===== src/gma_pkg.sv =====
// Purpose: Shared constants and types for the graphics memory allocator
// Assumes: Byte counts fit in 16 bits; five buffers in fixed order
// Notes: Buffer order is physical I/O, polygon, glyph, replot, vector

package gma_pkg;

	// ----------
	// Buffer indices and widths
	// ----------
	localparam int NBUF = 5;
	localparam int SIZE_W = 16;
	localparam int SUM_W = 19;
	localparam logic [2:0] BUF_PHYS = 3'h0;
	localparam logic [2:0] BUF_POLY = 3'h1;
	localparam logic [2:0] BUF_GLYPH = 3'h2;
	localparam logic [2:0] BUF_REPLOT = 3'h3;
	localparam logic [2:0] BUF_VEC = 3'h4;

	// ----------
	// Memory total, reset sizes and minimums
	// ----------
	localparam logic [15:0] MEM_TOTAL = 16'h3200;
	localparam logic [15:0] RST_PHYS = 16'h0400;
	localparam logic [15:0] RST_POLY = 16'h06F2;
	localparam logic [15:0] RST_GLYPH = 16'h0000;
	localparam logic [15:0] RST_REPLOT = 16'h26E2;
	localparam logic [15:0] RST_VEC = 16'h002C;
	localparam logic [15:0] MIN_PHYS = 16'h0002;
	localparam logic [15:0] MIN_POLY = 16'h0000;
	localparam logic [15:0] MIN_GLYPH_NONE = 16'h0000;
	localparam logic [15:0] MIN_GLYPH_USED = 16'h01C4;
	localparam logic [15:0] MIN_REPLOT = 16'h0000;
	localparam logic [15:0] MIN_VEC = 16'h002C;

	// ----------
	// Logical input-buffer size
	// ----------
	localparam logic [15:0] LOG_RST = 16'h0400;
	localparam logic [15:0] LOG_MIN = 16'h0002;
	localparam logic [15:0] LOG_MAX = 16'h31D0;

	// ----------
	// Error, status and reply encoding
	// ----------
	localparam logic [3:0] ERR_NONE = 4'h0;
	localparam logic [3:0] ERR_OVERFLOW = 4'h7;
	localparam int STAT_IN_EMPTY_BIT = 3;
	localparam logic [7:0] ASCII_ZERO = 8'h30;
	localparam logic [7:0] REPLY_TERM = 8'h0D;
	localparam logic [15:0] DEC_POW4 = 16'h2710;
	localparam logic [15:0] DEC_POW3 = 16'h03E8;
	localparam logic [15:0] DEC_POW2 = 16'h0064;
	localparam logic [15:0] DEC_POW1 = 16'h000A;
	localparam logic [15:0] DEC_POW0 = 16'h0001;
	localparam logic [2:0] DEC_TOP_POS = 3'h4;

	// ----------
	// State types
	// ----------
	typedef enum logic [2:0] {
		GMA_IDLE = 3'b000,
		GMA_FLUSH = 3'b001,
		GMA_WAIT_VEC = 3'b010,
		GMA_TRIM = 3'b011,
		GMA_CLEAR = 3'b100,
		GMA_PARSER_RST = 3'b101
	} gma_alloc_state_type;

	typedef enum logic [1:0] {
		GMA_EM_IDLE = 2'b00,
		GMA_EM_DIV = 2'b01,
		GMA_EM_SEND = 2'b10,
		GMA_EM_TERM = 2'b11
	} gma_emit_state_type;

endpackage


===== src/gma_dec_emit.sv =====
// Purpose: Sends a 16-bit value as ASCII decimal digits plus terminator
// Assumes: Consumer takes a byte when reply_valid and reply_ready are high
// Notes: Leading zeros suppressed; one subtract step per cycle

`timescale 1ns/1ps

module gma_dec_emit (
	// Clock and reset
	input wire logic sys_clk,
	input wire logic reset,
	// Launch
	input wire logic start,
	input wire logic [15:0] value,
	output logic busy,
	// Byte stream
	output logic [7:0] reply_data,
	output logic reply_valid,
	input wire logic reply_ready
);

	gma_pkg::gma_emit_state_type state_ff;
	logic [15:0] rem_ff;
	logic [2:0] pos_ff;
	logic [3:0] dig_ff;
	logic started_ff;
	logic [7:0] data_ff;
	logic [15:0] pow;
	logic take_digit;
	logic emit_digit;

	// ----------
	// Digit weight and step decisions
	// ----------
	always_comb begin
		case (pos_ff)
			3'h4: pow = gma_pkg::DEC_POW4;
			3'h3: pow = gma_pkg::DEC_POW3;
			3'h2: pow = gma_pkg::DEC_POW2;
			3'h1: pow = gma_pkg::DEC_POW1;
			default: pow = gma_pkg::DEC_POW0;
		endcase
		take_digit = (rem_ff >= pow);
		emit_digit = (dig_ff != 4'h0) || started_ff || (pos_ff == 3'h0);
	end

	assign busy = (state_ff != gma_pkg::GMA_EM_IDLE);
	assign reply_valid = (state_ff == gma_pkg::GMA_EM_SEND) || (state_ff == gma_pkg::GMA_EM_TERM);
	assign reply_data = data_ff;

	// ----------
	// Sequencer
	// ----------
	always_ff @(posedge sys_clk or posedge reset) begin
		if (reset) begin
			state_ff <= gma_pkg::GMA_EM_IDLE;
		end else begin
			case (state_ff)
				gma_pkg::GMA_EM_IDLE: begin
					if (start) begin
						state_ff <= gma_pkg::GMA_EM_DIV;
					end
				end
				gma_pkg::GMA_EM_DIV: begin
					if (!take_digit && emit_digit) begin
						state_ff <= gma_pkg::GMA_EM_SEND;
					end
				end
				gma_pkg::GMA_EM_SEND: begin
					if (reply_ready) begin
						state_ff <= (pos_ff == 3'h0) ? gma_pkg::GMA_EM_TERM : gma_pkg::GMA_EM_DIV;
					end
				end
				gma_pkg::GMA_EM_TERM: begin
					if (reply_ready) begin
						state_ff <= gma_pkg::GMA_EM_IDLE;
					end
				end
				default: state_ff <= gma_pkg::GMA_EM_IDLE;
			endcase
		end
	end

	// ----------
	// Remainder, digit and output byte
	// ----------
	always_ff @(posedge sys_clk or posedge reset) begin
		if (reset) begin
			rem_ff <= 16'h0000;
			pos_ff <= 3'h0;
			dig_ff <= 4'h0;
			started_ff <= 1'b0;
			data_ff <= 8'h00;
		end else begin
			case (state_ff)
				gma_pkg::GMA_EM_IDLE: begin
					if (start) begin
						rem_ff <= value;
						pos_ff <= gma_pkg::DEC_TOP_POS;
						dig_ff <= 4'h0;
						started_ff <= 1'b0;
					end
				end
				gma_pkg::GMA_EM_DIV: begin
					if (take_digit) begin
						rem_ff <= rem_ff - pow;
						dig_ff <= dig_ff + 4'h1;
					end else if (emit_digit) begin
						data_ff <= gma_pkg::ASCII_ZERO | {4'h0, dig_ff};
						started_ff <= 1'b1;
					end else begin
						pos_ff <= pos_ff - 3'h1;
					end
				end
				gma_pkg::GMA_EM_SEND: begin
					if (reply_ready) begin
						if (pos_ff == 3'h0) begin
							data_ff <= gma_pkg::REPLY_TERM;
						end else begin
							pos_ff <= pos_ff - 3'h1;
							dig_ff <= 4'h0;
						end
					end
				end
				default: begin
					rem_ff <= rem_ff;
				end
			endcase
		end
	end

endmodule


===== src/gma_allocator.sv =====
// Purpose: Partitions graphics memory among five buffers and answers size queries
// Assumes: All inputs come from logic on sys_clk; host obeys its own pacing
// Notes: Sizes in bytes; buffer order physical, polygon, glyph, replot, vector

`timescale 1ns/1ps

module gma_allocator (
	// Clock and reset
	input wire logic sys_clk,
	input wire logic reset,
	// Allocate and graphics memory commands
	input wire logic alloc_req,
	input wire logic gmem_req,
	input wire logic [15:0] req_phys,
	input wire logic [15:0] req_poly,
	input wire logic [15:0] req_glyph,
	input wire logic [15:0] req_replot,
	input wire logic [15:0] req_vec,
	input wire logic glyph_defs_used,
	output logic alloc_busy,
	// Buffer control toward the datapath
	input wire logic in_buf_empty,
	input wire logic vec_buf_empty,
	output logic in_buf_flush,
	output logic clear_buffers,
	output logic parser_reset,
	// Committed partition
	output logic [15:0] alloc_phys,
	output logic [15:0] alloc_poly,
	output logic [15:0] alloc_glyph,
	output logic [15:0] alloc_replot,
	output logic [15:0] alloc_vec,
	output logic [15:0] logical_size,
	// Configuration command (logical size only)
	input wire logic cfg_req,
	input wire logic [15:0] cfg_logical,
	// Space check from instruction execution
	input wire logic need_req,
	input wire logic [2:0] need_sel,
	input wire logic [15:0] need_bytes,
	output logic need_ok,
	output logic err_valid,
	output logic [3:0] err_code,
	output logic [4:0] discard_buf,
	// Status
	output logic [7:0] ext_status,
	// Empty-size query and reply stream
	input wire logic esq_req,
	output logic [7:0] reply_data,
	output logic reply_valid,
	input wire logic reply_ready
);

	gma_pkg::gma_alloc_state_type state_ff;
	logic [15:0] work_ff [gma_pkg::NBUF];
	logic [15:0] size_ff [gma_pkg::NBUF];
	logic [gma_pkg::NBUF-1:0] done_ff;
	logic glyph_used_ff;
	logic [15:0] log_ff;
	logic esq_pend_ff;
	logic need_ok_ff;
	logic err_valid_ff;
	logic [3:0] err_code_ff;
	logic [4:0] discard_ff;
	logic [7:0] status_ff;
	logic [15:0] req_vals [gma_pkg::NBUF];
	logic [15:0] req_fit [gma_pkg::NBUF];
	logic [gma_pkg::SUM_W-1:0] sum;
	logic [gma_pkg::SUM_W-1:0] total_w;
	logic [15:0] excess;
	logic [15:0] deficit;
	logic pick_found;
	logic [2:0] pick_idx;
	logic [15:0] pick_val;
	logic [15:0] pick_room;
	logic [15:0] cut;
	logic esq_launch;
	logic emit_busy;
	logic [15:0] nxt_log;
	logic [15:0] cfg_fit;

	// ----------
	// Buffer minimum lookup
	// ----------
	function automatic logic [15:0] gma_min_of(input logic [2:0] idx, input logic glyph_used);
		case (idx)
			gma_pkg::BUF_PHYS: gma_min_of = gma_pkg::MIN_PHYS;
			gma_pkg::BUF_POLY: gma_min_of = gma_pkg::MIN_POLY;
			gma_pkg::BUF_GLYPH: gma_min_of = glyph_used ? gma_pkg::MIN_GLYPH_USED : gma_pkg::MIN_GLYPH_NONE;
			gma_pkg::BUF_REPLOT: gma_min_of = gma_pkg::MIN_REPLOT;
			default: gma_min_of = gma_pkg::MIN_VEC;
		endcase
	endfunction

	// ----------
	// Request shaping: even count, then minimum
	// ----------
	always_comb begin
		req_vals[0] = req_phys;
		req_vals[1] = req_poly;
		req_vals[2] = req_glyph;
		req_vals[3] = req_replot;
		req_vals[4] = req_vec;
		for (int i = 0; i < gma_pkg::NBUF; i++) begin
			req_fit[i] = req_vals[i] & 16'hFFFE;
			if (req_fit[i] < gma_min_of(3'(i), glyph_defs_used)) begin
				req_fit[i] = gma_min_of(3'(i), glyph_defs_used);
			end
		end
	end

	// ----------
	// Trim arithmetic: sum, excess, largest untouched request
	// ----------
	always_comb begin
		sum = '0;
		pick_found = 1'b0;
		pick_idx = 3'h0;
		pick_val = 16'h0000;
		for (int i = 0; i < gma_pkg::NBUF; i++) begin
			sum = sum + {3'h0, work_ff[i]};
			if (!done_ff[i] && (!pick_found || work_ff[i] > pick_val)) begin
				pick_found = 1'b1;
				pick_idx = 3'(i);
				pick_val = work_ff[i];
			end
		end
		total_w = {3'h0, gma_pkg::MEM_TOTAL};
		excess = (sum > total_w) ? 16'(sum - total_w) : 16'h0000;
		deficit = (sum < total_w) ? 16'(total_w - sum) : 16'h0000;
		pick_room = pick_val - gma_min_of(pick_idx, glyph_used_ff);
		cut = (excess < pick_room) ? excess : pick_room;
	end

	// ----------
	// Allocation sequencer
	// ----------
	always_ff @(posedge sys_clk or posedge reset) begin
		if (reset) begin
			state_ff <= gma_pkg::GMA_IDLE;
		end else begin
			case (state_ff)
				gma_pkg::GMA_IDLE: begin
					if (alloc_req) begin
						state_ff <= gma_pkg::GMA_FLUSH;
					end else if (gmem_req) begin
						state_ff <= gma_pkg::GMA_TRIM;
					end
				end
				gma_pkg::GMA_FLUSH: state_ff <= gma_pkg::GMA_WAIT_VEC;
				gma_pkg::GMA_WAIT_VEC: begin
					if (vec_buf_empty) begin
						state_ff <= gma_pkg::GMA_TRIM;
					end
				end
				gma_pkg::GMA_TRIM: begin
					if (excess == 16'h0000 || !pick_found) begin
						state_ff <= gma_pkg::GMA_CLEAR;
					end
				end
				gma_pkg::GMA_CLEAR: state_ff <= gma_pkg::GMA_PARSER_RST;
				gma_pkg::GMA_PARSER_RST: state_ff <= gma_pkg::GMA_IDLE;
				default: state_ff <= gma_pkg::GMA_IDLE;
			endcase
		end
	end

	assign in_buf_flush = (state_ff == gma_pkg::GMA_FLUSH);
	assign clear_buffers = (state_ff == gma_pkg::GMA_CLEAR);
	assign parser_reset = (state_ff == gma_pkg::GMA_PARSER_RST);
	assign alloc_busy = (state_ff != gma_pkg::GMA_IDLE);

	// ----------
	// Working request set and trim loop
	// ----------
	always_ff @(posedge sys_clk or posedge reset) begin
		if (reset) begin
			for (int i = 0; i < gma_pkg::NBUF; i++) begin
				work_ff[i] <= 16'h0000;
			end
			done_ff <= '0;
			glyph_used_ff <= 1'b0;
		end else if (state_ff == gma_pkg::GMA_IDLE && (alloc_req || gmem_req)) begin
			for (int i = 0; i < gma_pkg::NBUF; i++) begin
				work_ff[i] <= req_fit[i];
			end
			done_ff <= '0;
			glyph_used_ff <= glyph_defs_used;
		end else if (state_ff == gma_pkg::GMA_TRIM) begin
			if (excess != 16'h0000 && pick_found) begin
				work_ff[pick_idx] <= pick_val - cut;
				done_ff[pick_idx] <= 1'b1;
			end else if (deficit != 16'h0000) begin
				work_ff[gma_pkg::BUF_REPLOT] <= work_ff[gma_pkg::BUF_REPLOT] + deficit;
			end
		end
	end

	// ----------
	// Committed partition
	// ----------
	always_ff @(posedge sys_clk or posedge reset) begin
		if (reset) begin
			size_ff[0] <= gma_pkg::RST_PHYS;
			size_ff[1] <= gma_pkg::RST_POLY;
			size_ff[2] <= gma_pkg::RST_GLYPH;
			size_ff[3] <= gma_pkg::RST_REPLOT;
			size_ff[4] <= gma_pkg::RST_VEC;
		end else if (state_ff == gma_pkg::GMA_CLEAR) begin
			for (int i = 0; i < gma_pkg::NBUF; i++) begin
				size_ff[i] <= work_ff[i];
			end
		end
	end

	assign alloc_phys = size_ff[0];
	assign alloc_poly = size_ff[1];
	assign alloc_glyph = size_ff[2];
	assign alloc_replot = size_ff[3];
	assign alloc_vec = size_ff[4];

	// ----------
	// Logical input-buffer size
	// ----------
	always_comb begin
		if (cfg_logical == 16'h0000 || cfg_logical > size_ff[0]) begin
			cfg_fit = size_ff[0];
		end else if (cfg_logical < gma_pkg::LOG_MIN) begin
			cfg_fit = gma_pkg::LOG_MIN;
		end else begin
			cfg_fit = cfg_logical;
		end
		if (cfg_fit > gma_pkg::LOG_MAX) begin
			cfg_fit = gma_pkg::LOG_MAX;
		end
		nxt_log = log_ff;
		if (state_ff == gma_pkg::GMA_CLEAR) begin
			if (work_ff[0] < log_ff) begin
				nxt_log = work_ff[0];
			end
		end else if (cfg_req) begin
			nxt_log = cfg_fit;
		end
	end

	always_ff @(posedge sys_clk or posedge reset) begin
		if (reset) begin
			log_ff <= gma_pkg::LOG_RST;
		end else begin
			log_ff <= nxt_log;
		end
	end

	assign logical_size = log_ff;

	// ----------
	// Buffer space check and overflow handling
	// ----------
	always_ff @(posedge sys_clk or posedge reset) begin
		if (reset) begin
			need_ok_ff <= 1'b0;
			err_valid_ff <= 1'b0;
			err_code_ff <= gma_pkg::ERR_NONE;
			discard_ff <= 5'h00;
		end else begin
			need_ok_ff <= 1'b0;
			err_valid_ff <= 1'b0;
			discard_ff <= 5'h00;
			if (need_req && need_sel < 3'(gma_pkg::NBUF)) begin
				if (need_bytes > size_ff[need_sel]) begin
					err_valid_ff <= 1'b1;
					err_code_ff <= gma_pkg::ERR_OVERFLOW;
					discard_ff <= 5'h01 << need_sel;
				end else begin
					need_ok_ff <= 1'b1;
				end
			end
		end
	end

	assign need_ok = need_ok_ff;
	assign err_valid = err_valid_ff;
	assign err_code = err_code_ff;
	assign discard_buf = discard_ff;

	// ----------
	// Extended status word
	// ----------
	always_ff @(posedge sys_clk or posedge reset) begin
		if (reset) begin
			status_ff <= 8'h00;
		end else begin
			status_ff <= 8'h00;
			status_ff[gma_pkg::STAT_IN_EMPTY_BIT] <= in_buf_empty && !alloc_busy;
		end
	end

	assign ext_status = status_ff;

	// ----------
	// Empty-size query: hold until drained and allocation finished
	// ----------
	assign esq_launch = esq_pend_ff && in_buf_empty && !alloc_busy && !alloc_req && !gmem_req
		&& !emit_busy;

	always_ff @(posedge sys_clk or posedge reset) begin
		if (reset) begin
			esq_pend_ff <= 1'b0;
		end else begin
			esq_pend_ff <= (esq_pend_ff && !esq_launch) || esq_req;
		end
	end

	gma_dec_emit u_emit (
		.sys_clk(sys_clk),
		.reset(reset),
		.start(esq_launch),
		.value(log_ff),
		.busy(emit_busy),
		.reply_data(reply_data),
		.reply_valid(reply_valid),
		.reply_ready(reply_ready)
	);

endmodule


===== config.mk =====
export PLATFORM = sky130hd
export DESIGN_NAME = gma_allocator
export DESIGN_NICKNAME = d
export VERILOG_FILES = /design/src/gma_pkg.sv /design/src/gma_dec_emit.sv /design/src/gma_allocator.sv
export SDC_FILE = /design/constraint.sdc
export NUM_CORES = 1
export LEC_CHECK = 0
export ABC_AREA = 1
export BUFFER_PORTS_ARGS = -buffer_cell sky130_fd_sc_hd__buf_4
export CAP_MARGIN = 20
export CORE_MARGIN = 8
export CORE_UTILIZATION = 40
export DETAILED_ROUTE_END_ITERATION = 7
export PLACE_DENSITY = 0.6
export SETUP_SLACK_MARGIN = 0.5
export SLEW_MARGIN = 30
export SYNTH_ARGS = -nofsm -noshare
export SYNTH_HDL_FRONTEND = slang
export SYNTH_SLANG_ARGS = --single-unit

===== constraint.sdc =====
create_clock -name sys_clk -period 12.7 [get_ports sys_clk]
set_input_delay 2.54 -clock sys_clk [delete_from_list [all_inputs] [get_ports sys_clk]]
set_output_delay 2.54 -clock sys_clk [all_outputs]
set_load 0.005 [all_outputs]

==> run_results.csv <==
group,metric,value,unit
setup_path,required,13170,ps
setup_path,crit_family,"simple AND/OR/NAND/NOR gates",
setup_path,critPathBufInv,15,
timing,worst_pin_slew,904,ps
clock_tree,holdBufCountCts,0,
setup_path,r2r_start,"done_ff[0]",
timing,drv_slew,0,
die,die_area,56800,um2
timing,fin_crit_sh,93.9,%
setup_path,end_kind,"register",
synthesis,synth_fa_ha_area_share,18.8,%
die,rows,81,
grt,grt_pass1_wl,119,mm
die,dieWidth,238,um
synthesis,netlist_instances,2720,
timing,setup_violations,0,
clock_tree,numCtsBuffers,25,
route,num_vias,20900,
place,post_dp_cell_area,23700,um2
setup_path,cp-startpoint,"done_ff[0]",
setup_path,slowest_stage,"dfrtp_1",
grt,grt_start_max_net_pins,115,
route,drtIter0Drc,2065,
finish,drive_gt1_share,25.4,%
timing,hold_viol_final,0,
clock_tree,h-tree-depth,1,
setup_path,start_kind,"register",
synthesis,synth_compound_area_share,15.7,%
route,drc,0,
synthesis,yosysTopAreaCell,"dfrtp_1",
synthesis,ys.flop_type,"dfrtp_1",
setup_path,cp.arrival,12390,ps
place,gp_congestion,1.00,
clock_tree,cts_root_buffer,"clkbuf_16",
finish,nets,3550,
route,wl_per_cell,21.1,um
die,pin_count,254,
setup_path,endpoint,"work_ff[15]",
clock_tree,insertion_delay,560,ps
clock_tree,cts.clk_slew.worst_paths,60,ps
setup_path,slowest_delay,390,ps
synthesis,ys_seq_elements,226,
die,initial_core_util,40.4,%
worst_hold_path,holdCritPathClass,"register to register",
place,hpwlAfterDp,65.1,mm
synthesis,synth-simple-area-share,27.0,%
run_status,status,"completed",
flow_run,cap_viol_max_count,0,
grt,grt_use_total,27.0,%
synthesis,synth_area_per_cell,7.26,um2
die,core,48800,um2
synthesis,seq_area_frac_synth,28.7,%
setup_path,reg2reg_depth,87,
timing,rsz0062_at_grt,"yes",
synthesis,synth_top_area_share,26.2,%
place,port_buffers,238,
setup_path,crit_cells,87,
setup_path,cp_common_cell,"nand2_1",
timing,period_minus_slack,11920,ps
setup_path,worstPathMaxFanout,17,
synthesis,synth.top_cells.by_area,"dfrtp_1 (26%), nand2_1 (16%), ha_1 (14%)",
synthesis,synth_edf_count,0,
finish,layout_common_cells,"nand2_1 (790), buf_4 (468), inv_1 (254), dfrtp_1 (207), ha_1 (184)",
synthesis,async_flop_share,100,%
timing,clock.fmax,0.0839,GHz
route,wl,81.1,mm
finish,area.growth.synth_to_final,31.9,%
finish,fill_cells,4716,
setup_path,critical_path_class,"register to register",
route,avgViaCountPerCell,5.43,
setup_path,r2r_end,"work_ff[15]",
route,first_pass_iters,5,
synthesis,synthMuxAreaShare,0,%
setup_path,rrSetupSlack,780,ps
grt,grt_pass1_vias,19700,
clock_tree,cts_sinks,226,
timing,max-slew-margin-rel,39.7,%
worst_hold_path,hold_depth,2,
synthesis,synth_xor_area_share,2.38,%
clock_tree,clock_path_buffers,3,
synthesis,yosysWarnings,0,
timing,fin_setup_tns,0,ps
finish,multi_input_area,13900,um2
synthesis,synth_area,19800,um2
grt,grt.overflow.total,0,
clock_tree,cts_tree,"yes",
route,ant_nets,0,
die,die_h,238,um
synthesis,synth_top_family_by_area,"simple AND/OR/NAND/NOR gates",
synthesis,yosysUniqueCellTypes,72,
finish,regArea,5680,um2
timing,finalClockSkew,26.4,ps
finish,layout_commonest_cell,"nand2_1",
grt,antenna_found_initial,0,
finish,final_area,26100,um2
==> through the flow <==
step / instances / utilization (%) / hold WS [ps] / setup slack [ps]
4_1_cts: 3801 / 50.2 / 480 / 482
6_report: 3841 / 53.4 / 478 / 779
3_3_place_gp: 3756 / 48.5 / 469 / -253
3_5_place_dp: 3756 / 48.5 / 470 / -318
5_1_grt: 3839 / 53.3 / 496 / 178
2_1_floorplan: 2729 / - / 453 / 545
==> layer usage <==
metal  vias up  track usage [%]  part of all wire, %  wire, um
met4         0             8.43                  3.5      2820
met3       143             4.14                  8.2      6670
met2       889             43.9                   46     37200
met5         -                0                    0         0
met1      9908             36.6                   42     34300
li1       9923                -                    -         -
==> repair_timing <==
item,in CTS,in global routing
resized for setup,48,267
cloned,0,5
pin swaps,14,82
endpoints found under the setup margin,41,68
setup buffers,1,33
==> registers in the layout, indices dropped and copies added, names as in the netlist, 2 cells and up <==
register           cells
logical_size          16
u_emit.reply_data      5
alloc_phys            16
u_emit.state_ff        2
state_ff               3
alloc_vec             16
work_ff               80
u_emit.pos_ff          3
alloc_glyph           16
alloc_poly            16
u_emit.rem_ff         16
alloc_replot          16
discard_buf            5
done_ff                5
u_emit.dig_ff          4
==> worst min path at each step <==
stage	from	endpoint
5_1_grt	alloc_vec[3]	alloc_vec[3]
4_1_cts	alloc_vec[3]	alloc_vec[3]
2_1_floorplan	glyph_used_ff	glyph_used_ff
6_report	alloc_vec[5]	alloc_vec[5]
3_5_place_dp	alloc_vec[3]	alloc_vec[3]
3_3_place_gp	alloc_vec[2]	alloc_vec[2]
==> layout make-up <==
class | instances | share of cell area (%)
Inverter | 276 | 4.05
Antenna cell | 2 | 0.0192
Clock buffer | 35 | 2.62
Multi-Input combinational cell | 2138 | 53.1
Sequential cell | 226 | 21.8
Tap cell | 664 | 3.19
Timing Repair Buffer | 491 | 14.9
Clock inverter | 9 | 0.278
==> synthesized netlist by cell type, types with 22 or more instances <==
master / n
o211ai_1: 23
dfrtp_1: 207
a21oi_1: 156
o21ai_0: 230
o21ai_1: 22
inv_1: 265
clkbuf_1: 54
nor3_1: 29
xor2_1: 33
ha_1: 215
nor2_1: 167
fa_1: 51
nand2_1: 839
nand3_1: 134
nand4_1: 23
a22oi_1: 25
==> cell families (layout without fill, tap and decap cells) <==
kind of cell               count (synthesis)  count (layout)
AOI/OAI and AO/OA                        540             540
xor gates and xnor gates                  52              52
adders and majority gates                266             266
buffers and inverters                    365             811
DFF                                      226             226
other                                      1              12
and+or+nand+nor                         1270            1270
==> worst register-to-register path: cells and delay by family, from the launching register on <==
kind | cells | cell delay [ps]
buffers and inverters | 15 | 2000
adder cells (fa/ha/maj) | 8 | 2370
flip-flops | 1 | 390
XOR/XNOR | 1 | 250
AND/OR/NAND/NOR | 42 | 4010
AO/OA/AOI/OAI | 21 | 2820
Power is not shown: default switching activity piles up to over one toggle a cycle in this logic, so the estimate is an artifact.
